--- src/include/drx_pkg.sv ---
`default_nettype none
package drx_pkg;
  // Register indices; byte address is four times the index
  localparam logic [7:0] IDX_SETUP = 8'h10;
  localparam logic [7:0] IDX_EQ = 8'h11;
  localparam logic [7:0] IDX_STATUS = 8'h3f;
  localparam logic [9:0] ADDR_SETUP = {IDX_SETUP, 2'b00};
  localparam logic [9:0] ADDR_EQ = {IDX_EQ, 2'b00};
  localparam logic [9:0] ADDR_STATUS = {IDX_STATUS, 2'b00};
  // Channel setup fields
  localparam int PIX_BIT = 7;
  localparam int TOPO_LSB = 5;
  localparam int LANEA_LSB = 3;
  localparam int LANEB_LSB = 1;
  localparam int STRICT_BIT = 0;
  // Equalization fields
  localparam int EQ_DA_LSB = 6;
  localparam int EQ_DB_LSB = 4;
  localparam int EQ_CA_LSB = 2;
  localparam int EQ_CB_LSB = 0;
  // Values after reset
  localparam logic [7:0] SETUP_RESET = 8'h3e;
  localparam logic [7:0] EQ_RESET = 8'h00;
  // Topology codes
  localparam logic [1:0] TOPO_DUAL = 2'h0;
  localparam logic [1:0] TOPO_SINGLE = 2'h1;
  localparam logic [1:0] TOPO_TWO = 2'h2;
  localparam logic [1:0] TOPO_RSVD = 2'h3;
  // Equalization codes and decoded strengths in dB
  localparam logic [1:0] EQ_NONE = 2'h0;
  localparam logic [1:0] EQ_1DB = 2'h1;
  localparam logic [1:0] EQ_RSVD = 2'h2;
  localparam logic [1:0] EQ_2DB = 2'h3;
  localparam logic [1:0] DB_ONE = 2'h1;
  localparam logic [1:0] DB_TWO = 2'h2;
  // Start-of-transmission leader pattern
  localparam logic [7:0] SOT_SYNC = 8'hb8;
endpackage
`default_nettype wire

--- src/logic/drx_config_regs.sv ---
// Contract
// Bit 7 clear: A odd, B even pixels
// Bit 7 set: A left, B right half
// Topology 00 dual, 01 single, 10 two
// Topology resets to single channel
// Channel A lane code, resets one lane
// Channel B same lane code, one lane
// Bit 0 chooses tolerant or strict leader
// Channel A data eq: none, 1dB, 2dB
// Channel B data eq, same encoding
// Clock eq fields for A and B
// All equalization fields reset to none
// Two receivers, both links: two links
// Fields read back last written value
`timescale 1ns/10ps
`default_nettype none
module drx_config_regs #(
  parameter int ADDR_W = 10
) (
  // Clock and reset
  input wire logic clock,
  input wire logic srst,
  // APB slave
  input wire logic psel,
  input wire logic penable,
  input wire logic pwrite,
  input wire logic [ADDR_W-1:0] paddr,
  input wire logic [31:0] pwdata,
  input wire logic [3:0] pstrb,
  output logic pready,
  output logic [31:0] prdata,
  output logic pslverr,
  // Leader bytes, channel A low, channel B high
  input wire logic [1:0] sotValid,
  input wire logic [15:0] sotByte,
  output logic [1:0] sotAccept,
  output logic [1:0] sotReject,
  // Output link state
  input wire logic lvdsBothLinks,
  // Decoded configuration
  output logic oddEvenSplit,
  output logic leftRightSplit,
  output logic dualChannel,
  output logic singleChannel,
  output logic twoSingleChannels,
  output logic twoSingleLinks,
  output logic [3:0] chanALaneEnable,
  output logic [3:0] chanBLaneEnable,
  output logic strictStartCheck,
  output logic [1:0] chanADataEqDb,
  output logic [1:0] chanBDataEqDb,
  output logic [1:0] chanAClockEqDb,
  output logic [1:0] chanBClockEqDb
);

  if (ADDR_W < 10)
  begin : g_addr_check
    $error("ADDR_W too narrow for the register map");
  end

  logic [7:0] channelSetup;
  logic [7:0] equalization;
  logic [1:0] lastReject;
  logic [7:0] status;
  logic [7:0] readMux;
  logic mapped;
  logic doneEdge;
  logic [1:0] topo;

  function automatic logic isAt(input logic [ADDR_W-1:0] a,
                                input logic [9:0] target);
    isAt = (a == ADDR_W'(target));
  endfunction

  function automatic logic [3:0] laneMask(input logic [1:0] code);
    unique case (code)
      2'h0: laneMask = 4'hf;
      2'h1: laneMask = 4'h7;
      2'h2: laneMask = 4'h3;
      2'h3: laneMask = 4'h1;
    endcase
  endfunction

  // Reserved code drives no equalization rather than a guess
  function automatic logic [1:0] eqDb(input logic [1:0] code);
    unique case (code)
      drx_pkg::EQ_NONE: eqDb = 2'h0;
      drx_pkg::EQ_1DB: eqDb = drx_pkg::DB_ONE;
      drx_pkg::EQ_RSVD: eqDb = 2'h0;
      drx_pkg::EQ_2DB: eqDb = drx_pkg::DB_TWO;
    endcase
  endfunction

  function automatic logic sotOk(input logic [7:0] leader,
                                 input logic strict);
    logic [3:0] errs;
    errs = 4'($countones(leader ^ drx_pkg::SOT_SYNC));
    sotOk = (errs == 4'h0) || (!strict && errs == 4'h1);
  endfunction

  assign topo = channelSetup[drx_pkg::TOPO_LSB +: 2];
  assign doneEdge = psel && penable && pready;
  assign mapped = isAt(paddr, drx_pkg::ADDR_SETUP) ||
                  isAt(paddr, drx_pkg::ADDR_EQ) ||
                  isAt(paddr, drx_pkg::ADDR_STATUS);
  assign status = {4'h0, lastReject,
                   |{equalization[7:6] == drx_pkg::EQ_RSVD,
                     equalization[5:4] == drx_pkg::EQ_RSVD,
                     equalization[3:2] == drx_pkg::EQ_RSVD,
                     equalization[1:0] == drx_pkg::EQ_RSVD},
                   topo == drx_pkg::TOPO_RSVD};

  always_comb
  begin
    readMux = 8'h00;
    if (isAt(paddr, drx_pkg::ADDR_SETUP))
      readMux = channelSetup;
    else if (isAt(paddr, drx_pkg::ADDR_EQ))
      readMux = equalization;
    else if (isAt(paddr, drx_pkg::ADDR_STATUS))
      readMux = status;
  end

  // One wait state keeps pready and prdata straight from flops
  always_ff @(posedge clock)
  begin
    if (srst)
      pready <= 1'b0;
    else
      pready <= psel && penable && !pready;
  end

  always_ff @(posedge clock)
  begin
    if (srst)
    begin
      prdata <= 32'h0000_0000;
      pslverr <= 1'b0;
    end
    else if (psel && penable && !pready)
    begin
      prdata <= pwrite ? 32'h0000_0000 : {24'h00_0000, readMux};
      pslverr <= !mapped;
    end
    else
    begin
      prdata <= 32'h0000_0000;
      pslverr <= 1'b0;
    end
  end

  // Reserved codes are stored as written and flagged in status
  always_ff @(posedge clock)
  begin
    if (srst)
      channelSetup <= drx_pkg::SETUP_RESET;
    else if (doneEdge && pwrite && pstrb[0] &&
             isAt(paddr, drx_pkg::ADDR_SETUP))
      channelSetup <= pwdata[7:0];
  end

  always_ff @(posedge clock)
  begin
    if (srst)
      equalization <= drx_pkg::EQ_RESET;
    else if (doneEdge && pwrite && pstrb[0] &&
             isAt(paddr, drx_pkg::ADDR_EQ))
      equalization <= pwdata[7:0];
  end

  // Reserved topology falls back to single channel
  always_ff @(posedge clock)
  begin
    if (srst)
    begin
      dualChannel <= 1'b0;
      singleChannel <= 1'b1;
      twoSingleChannels <= 1'b0;
      oddEvenSplit <= 1'b0;
      leftRightSplit <= 1'b0;
      twoSingleLinks <= 1'b0;
    end
    else
    begin
      dualChannel <= topo == drx_pkg::TOPO_DUAL;
      singleChannel <= topo == drx_pkg::TOPO_SINGLE ||
                       topo == drx_pkg::TOPO_RSVD;
      twoSingleChannels <= topo == drx_pkg::TOPO_TWO;
      oddEvenSplit <= topo == drx_pkg::TOPO_DUAL &&
                      !channelSetup[drx_pkg::PIX_BIT];
      leftRightSplit <= topo == drx_pkg::TOPO_DUAL &&
                        channelSetup[drx_pkg::PIX_BIT];
      twoSingleLinks <= topo == drx_pkg::TOPO_TWO &&
                        lvdsBothLinks;
    end
  end

  // Channel B idles in single-channel mode
  always_ff @(posedge clock)
  begin
    if (srst)
    begin
      chanALaneEnable <= 4'h1;
      chanBLaneEnable <= 4'h0;
      strictStartCheck <= 1'b0;
    end
    else
    begin
      chanALaneEnable <=
        laneMask(channelSetup[drx_pkg::LANEA_LSB +: 2]);
      chanBLaneEnable <= singleChannel ? 4'h0 :
        laneMask(channelSetup[drx_pkg::LANEB_LSB +: 2]);
      strictStartCheck <= channelSetup[drx_pkg::STRICT_BIT];
    end
  end

  always_ff @(posedge clock)
  begin
    if (srst)
    begin
      chanADataEqDb <= 2'h0;
      chanBDataEqDb <= 2'h0;
      chanAClockEqDb <= 2'h0;
      chanBClockEqDb <= 2'h0;
    end
    else
    begin
      chanADataEqDb <= eqDb(equalization[drx_pkg::EQ_DA_LSB +: 2]);
      chanBDataEqDb <= eqDb(equalization[drx_pkg::EQ_DB_LSB +: 2]);
      chanAClockEqDb <= eqDb(equalization[drx_pkg::EQ_CA_LSB +: 2]);
      chanBClockEqDb <= eqDb(equalization[drx_pkg::EQ_CB_LSB +: 2]);
    end
  end

  // Uses the live bit so a rewrite applies to the next leader
  always_ff @(posedge clock)
  begin
    if (srst)
    begin
      sotAccept <= 2'h0;
      sotReject <= 2'h0;
      lastReject <= 2'h0;
    end
    else
    begin
      for (int c = 0; c < 2; c++)
      begin
        sotAccept[c] <= sotValid[c] && sotOk(sotByte[8*c +: 8],
          channelSetup[drx_pkg::STRICT_BIT]);
        sotReject[c] <= sotValid[c] && !sotOk(sotByte[8*c +: 8],
          channelSetup[drx_pkg::STRICT_BIT]);
        if (sotValid[c])
          lastReject[c] <= !sotOk(sotByte[8*c +: 8],
            channelSetup[drx_pkg::STRICT_BIT]);
      end
    end
  end
endmodule
`default_nettype wire

--- config.mk ---
export PLATFORM = sky130hd
export DESIGN_NAME = drx_config_regs
export DESIGN_NICKNAME = d
export VERILOG_FILES = /design/src/include/drx_pkg.sv /design/src/logic/drx_config_regs.sv
export SDC_FILE = /design/constraint.sdc
export NUM_CORES = 1
export LEC_CHECK = 0
export BUFFER_PORTS_ARGS = -buffer_cell sky130_fd_sc_hd__buf_2
export CAP_MARGIN = 20
export CORE_MARGIN = 3
export CORE_UTILIZATION = 48
export DETAILED_ROUTE_END_ITERATION = 16
export GPL_ROUTABILITY_DRIVEN = 0
export PLACE_DENSITY = 0.85
export SLEW_MARGIN = 20
export SYNTH_ARGS = -nofsm -noshare
export SYNTH_HDL_FRONTEND = slang
export SYNTH_SLANG_ARGS = --single-unit
--- constraint.sdc ---
create_clock -name clock -period 6.5 [get_ports clock]
set_input_delay 1.3 -clock clock [delete_from_list [all_inputs] [get_ports clock]]
set_output_delay 1.3 -clock clock [all_outputs]
set_load 0.05 [all_outputs]
==> results.txt, run 1 <==
outcome: finished clean
CP max FO: 2
pin slew with the least headroom to its limit: 0.7738 ns
crit path DAT: 4.16 ns
Yosys warning count: 0
largest net degree at the start of global routing: 41
kind of critical path: input port to flip-flop
ANT cells: 0
CTS resizes: 0
std cell rows: 25
# H-tree levels: 2
FF-to-FF path depth: 4
CTS Sinks: 54
clock buffer depth: 2
post-synthesis sequential area ratio: 43.68%
vias in the first global route: 1895
fin crit share: 60.49%
fmax: 254.3 MHz
Reg-to-Reg End: channelSetup[5]
worst-case clock skew: 0.003932 ns
multi-input combinational cell area: 1130 um2
Routed WL: 5.141 mm
# port buffers: 78
Placed Area: 2809 um2
worst slack, placed: 2.216 ns
Most used DFF post-synth: dfxtp_1
FF-to-FF Start: pready
clk_lat worst skew: 0.31 ns
unrepaired setup endpoints after global routing: false
startpoint types: input port
core footprint: 4848 um2
DRT antenna net count: 0
Num CTS Buffers: 5
FF+latch count, synth: 54
I/O Pins: 131
CTS tree: yes
DR vias/cell: 4.809
routed length per placed instance: 12.45 um
Mapped Cells: 269
Util after Layout: 60.28%
CTS clk-pin slew, worst paths: 0.09 ns
grt ovf: 0
Die Ht: 77.81 um
Hold Violations, Final: 0
max_slew headroom: 48.02%
top cells by area, synth: dfxtp_1 (44%), buf_4 (8.2%), fa_1 (6.5%)
EDFF count, synth: 0
Crit. End Element: flip-flop
fin crit period: 3.932 ns
die footprint: 6054 um2
DR iter-0 viols: 199
flip-flop and latch area: 1081 um2
most numerous cell in the Yosys netlist: dfxtp_1
postcts setup bufs: 0
final setup vio count: 0
hold_sp: equalization[3]
Nets: 429
Starting Density: 51.05%
R2R Setup Slk: 4.96 ns
worst hold path cell count: 1
share of layout cells above drive strength 1: 25.72%
Cell Area, Synth: 2475 um2
Min-Delay Endpoint: chanAClockEqDb[0]
Final Power: 0.0007048 W
Final Slew Violations: 0
DR DRC count: 0
setup TNS: 0 ns
DIE WIDTH: 77.81 um
Max VDD drop: 118.1 uV
via count: 1986
synth cell count leaders: dfxtp_1 (54), nor2_1 (33), inv_1 (30)
Tot GR Track Use: 17.47%
1st-pass router iterations: 5
P_leak: 1.395 nW
antenna violations before repair: 0
hold buffer count at cts: 0
Syn Area/Cell: 9.200 um2
Area growth, synth to finish: 18.10%
cell taking the most area after synthesis: dfxtp_1
CTS root buf: clkbuf_8
PwrDens: 241.1 nW/um2
HPWL reported at the end of detailed placement: 3.969 mm
Unique masters post-synth: 39
Tightest Hold Check Type: flip-flop to flip-flop
Design Area, Final: 2923 um2
CP required: 6.73 ns
Synth top area share: 43.68%
Layout fillers: 409
setup ws final: 2.568 ns
ys async rst share: 0%
global-route wire length before repair: 8.397 mm
MaxCap Viol Count: 0
==> logic make-up (layout without fill, tap and decap cells) <==
logic type,count (synthesis),in the layout,synth area share [%]
and+or+nand+nor,90,90,19.36
DFF,54,54,43.68
muxes,14,14,5.662
other,2,25,0.3034
AOI/OAI and AO/OA,31,31,7.330
adders and majority gates,14,14,9.504
buffers and inverters,64,118,14.16
==> how the worst max path moves through the flow <==
stage / start / endpoint / slack (ns) / cells after the start
2_1_floorplan: sotByte[0] / lastReject[0] / 2.46 / 12
3_3_place_gp: sotByte[0] / lastReject[0] / 2.31 / 13
3_5_place_dp: sotByte[0] / lastReject[0] / 2.22 / 13
4_1_cts: sotByte[0] / lastReject[0] / 2.55 / 13
5_1_grt: sotByte[0] / lastReject[0] / 2.36 / 13
6_report: sotByte[0] / lastReject[0] / 2.57 / 13
==> cells in the final DEF, fill, tap and decap left out, types with 5 or more instances in the layout <==
cell      synthesis  final
buf_2             1     78
dfxtp_1          54     54
nor2_1           33     33
inv_1            30     30
conb_1            2     25
mux2i_1          14     14
nand2b_1         12     12
nand2_1          10     10
a21oi_1          10     10
o21ai_0           9      9
fa_1              8      8
nor3_1            6      6
nand4_1           6      6
ha_1              6      6
and2_1            5      5
clkbuf_8          0      5
==> metal layers <==
layer / GRT usage (%) / vias up / wire (um)
li1: - / 984 / -
met4: 6.406 / 0 / 70
met1: 19.65 / 892 / 2012
met2: 31.34 / 101 / 2554
met3: 4.640 / 9 / 503
met5: 0 / - / 0
==> layout make-up <==
cell class / count / area share [%]
Multi-Input combinational cell: 174 / 38.66
Sequential cell: 54 / 36.99
Timing Repair Buffer: 79 / 13.61
Inverter: 31 / 3.981
Tap cell: 67 / 2.868
Clock buffer: 5 / 2.354
Clock inverter: 3 / 1.541
==> critical path: stages <==
cell	delay, ns
buf_2	0.07
inv_1	0.04
fa_1	0.52
inv_1	0.05
fa_1	0.44
fa_1	0.50
ha_1	0.17
inv_1	0.06
fa_1	0.38
nor2b_1	0.14
a31oi_1	0.18
nor2_1	0.09
a211oi_1	0.22
==> stage by stage <==
stage	std cells	hold slack [ns]
2_1_floorplan	292	0.4068
6_report	413	0.4387
3_3_place_gp	405	0.4236
4_1_cts	413	0.4371
5_1_grt	413	0.4979
3_5_place_dp	405	0.4222
==> registers in the layout, summed over array words and instances, names as in the netlist <==
name	count
chanBClockEqDb	2
singleChannel	1
prdata	8
twoSingleLinks	1
leftRightSplit	1
pready	1
dualChannel	1
chanALaneEnable	3
chanBDataEqDb	2
equalization	8
pslverr	1
sotReject	2
chanADataEqDb	2
twoSingleChannels	1
oddEvenSplit	1
chanBLaneEnable	4
sotAccept	2
channelSetup	8
strictStartCheck	1
lastReject	2
chanAClockEqDb	2
==> report_power, final <==
| part | total [W] | switching [W] | internal [W] |
|---|---|---|---|
| Clock | 0.000225 | 0.000110 | 0.000115 |
| Combinational | 0.000141 | 0.0000973 | 0.0000436 |
| Sequential | 0.000339 | 0.00000226 | 0.000337 |
No activity file was read; power rests on OpenSTA's default activity.
==> run 2, diff against run 1 <==
--- a/config.mk
+++ b/config.mk
@@ -8,10 +8,10 @@
 export BUFFER_PORTS_ARGS = -buffer_cell sky130_fd_sc_hd__buf_2
 export CAP_MARGIN = 20
 export CORE_MARGIN = 3
-export CORE_UTILIZATION = 48
+export CORE_UTILIZATION = 40
 export DETAILED_ROUTE_END_ITERATION = 16
 export GPL_ROUTABILITY_DRIVEN = 0
-export PLACE_DENSITY = 0.85
+export PLACE_DENSITY = 0.75
 export SLEW_MARGIN = 20
 export SYNTH_ARGS = -nofsm -noshare
 export SYNTH_HDL_FRONTEND = slang
==> constraint.sdc (replaced) <==
create_clock -name clock -period 3.2 [get_ports clock]
set_input_delay 0.64 -clock clock [delete_from_list [all_inputs] [get_ports clock]]
set_output_delay 0.64 -clock clock [all_outputs]
set_load 0.05 [all_outputs]
==> results.txt, run 2 (synthesis results as in run 1) <==
outcome: finished clean
kind of critical path: input port to flip-flop
Routed WL: 5.255 mm (+2.2%)
CP Cell Sequence: buf_8 -> inv_8 -> fa_1 -> inv_1 -> fa_1 -> fa_1 -> ha_2 -> inv_2 -> fa_2 -> nor2b_4 -> a31oi_4 -> nor2_2 -> nor3b_1
setup TNS: 0 ns (unchanged)
DRT antenna net count: 0 (unchanged)
pin slew with the least headroom to its limit: 0.6718 ns (-0.1020 ns)
# H-tree levels: 2 (unchanged)
share of layout cells above drive strength 1: 30.55% (+4.8 points)
largest net degree at the start of global routing: 41 (unchanged)
top flop regs: channelSetup (8), equalization (8), prdata (8)
Pint: 0.0009638 W (+95%)
Layout fillers: 590 (+44%)
die footprint: 7167 um2 (+18%)
I/O Pins: 131 (unchanged)
CP required: 3.43 ns (-3.30 ns)
Sw Share: 32.30% (+2.5 points)
WP buf/inv: 4 (unchanged)
MaxCap Viol Count: 0 (unchanged)
Hold Violations, Final: 0 (unchanged)
CTS tree: yes
CP max FO: 2 (unchanged)
core footprint: 5956 um2 (+23%)
ANT cells: 0 (unchanged)
Die Ht: 84.66 um (+8.8%)
global-route wire length before repair: 8.328 mm (-0.82%)
Non-Filler Instances: 422 (+2.2%)
fin crit share: 98.10%
1st-pass router iterations: 4 (-1)
CP max stage delay: 0.53 ns (about the same)
CP top delay family: adder cells
placed cells: 414 (+2.2%)
clock buffer depth: 2 (unchanged)
clk_lat worst skew: 0.31 ns (about the same)
Slowest-stage cell, CP: fa_1
CTS Sinks: 54 (unchanged)
Placed Area: 2855 um2 (+1.6%)
commonest non-fill, non-tap cells in the layout: buf_2 (76), dfxtp_1 (54), nor2_1 (31), inv_1 (25), conb_1 (25)
CTS clk-pin slew, worst paths: 0.10 ns (about the same)
cell repeated most along the worst path: fa_1
net load switching power: 0.0004598 W (+120%)
PwrDens: 472.1 nW/um2 (+96%)
DIE WIDTH: 84.66 um (+8.8%)
crit path DAT: 3.37 ns (-0.79 ns)
Comb power frac: 23.7% (+3.7 points)
Area growth, synth to finish: 21.84%
HPWL reported at the end of detailed placement: 4.089 mm (+3.0%)
clock power share: 27.9% (-4.0 points)
std cell rows: 28 (+12%)
CTS root buf: clkbuf_8
Starting Density: 41.55% (-9.5 points)
DR iter-0 viols: 123 (-38%)
DR DRC count: 0 (unchanged)
routed length per placed instance: 12.45 um (about the same)
antenna violations before repair: 0 (unchanged)
startpoint types: input port
multi-input combinational cell area: 1186 um2 (+5.0%)
# port buffers: 78 (unchanged)
Final Slew Violations: 0 (unchanged)
vias in the first global route: 1889 (-0.32%)
Crit. End Element: flip-flop
DR vias/cell: 4.827 (+0.38%)
via count: 2037 (+2.6%)
postcts setup bufs: 0 (unchanged)
unrepaired setup endpoints after global routing: true
P_leak: 1.413 nW (+1.3%)
Reg power frac: 48.3% (+0.2 points)
Max VDD drop: 255.2 uV (+120%)
most common cell after layout, fill and taps aside: buf_2
fin crit period: 3.139 ns
Tightest Hold Check Type: flip-flop to flip-flop
Tot GR Track Use: 14.36% (-3.1 points)
worst-case clock skew: 0.008070 ns (+0.004138 ns)
max_slew headroom: 54.87% (+6.8 points)
hold buffer count at cts: 0 (unchanged)
Num CTS Buffers: 5 (unchanged)
fmax: 318.6 MHz
grt ovf: 0 (unchanged)
Nets: 430 (+0.23%)
Design Area, Final: 3015 um2 (+3.2%)
flip-flop and latch area: 1081 um2 (unchanged)
final setup vio count: 0 (unchanged)
## run 2: cell types whose count changed in the layout (fill, tap and decap cells not counted), sizes merged
cell,before,now
buf,79,80
bufinv,1,0
clkinv,0,1
clkinvlp,2,0
inv,31,33
## run 2: final timing paths
| path | from | endpoint | slack (ns) | cells past startpoint |
|---|---|---|---|---|
| hold / removal | equalization[3] | chanAClockEqDb[0] | 0.45 | 1 |
| setup / recovery | sotByte[0] | sotReject[0] | 0.06 | 13 |
| hold reg to reg | equalization[3] | chanAClockEqDb[0] | 0.45 | 1 |
| setup reg to reg | pready | prdata[6] | 1.69 | 3 |
## run 2: stage by stage
step	power [W]	hold slack, ns	worst slack [ns]	utilization [%]
final	0.001424	0.4470	0.06094	50.63
after global routing	0.001501	0.4883	-0.02732	50.63
after CTS	0.001401	0.4451	-0.03487	49.75
after detailed placement	0.001005	0.4288	-0.4415	47.94
after global placement	0.0009915	0.4213	-0.3776	47.94
after floorplan	0.0009558	0.4068	-0.1411	-
## run 2: worst register-to-register path: stages, from the launching register on
cell and delay, ns:
dfxtp_1 0.35, nor4_1 0.61, nand3_1 0.32, nor2_1 0.16
## run 2: power by group through the flow
stage               logic, W  clock network, W  registers, W
floorplan           0.000223                 0      0.000733
global placement    0.000288                 0      0.000704
detailed placement  0.000301                 0      0.000704
CTS                 0.000302          0.000410      0.000689
global route        0.000372          0.000439      0.000691
finish              0.000338          0.000398      0.000688
## run 2: metal layers
layer / part of all wire [%] / track usage (%)
met1: 37 / 16.35
met2: 48 / 24.63
met3: 11 / 3.925
met4: 3.7 / 7.194
met5: 0 / 0
## run 2: cell type report
| class | instances | share of cell area (%) |
|---|---|---|
| Multi-Input combinational cell | 174 | 39.34 |
| Sequential cell | 54 | 35.85 |
| Timing Repair Buffer | 80 | 14.11 |
| Inverter | 31 | 4.357 |
| Tap cell | 75 | 3.112 |
| Clock buffer | 5 | 2.282 |
| Clock inverter | 3 | 0.9544 |
## run 2: what timing repair did
item,in CTS,in global routing
pin swaps,6,4
setup endpoints to repair,3,6
resized for setup,3,13
hold endpoints to repair,0,0
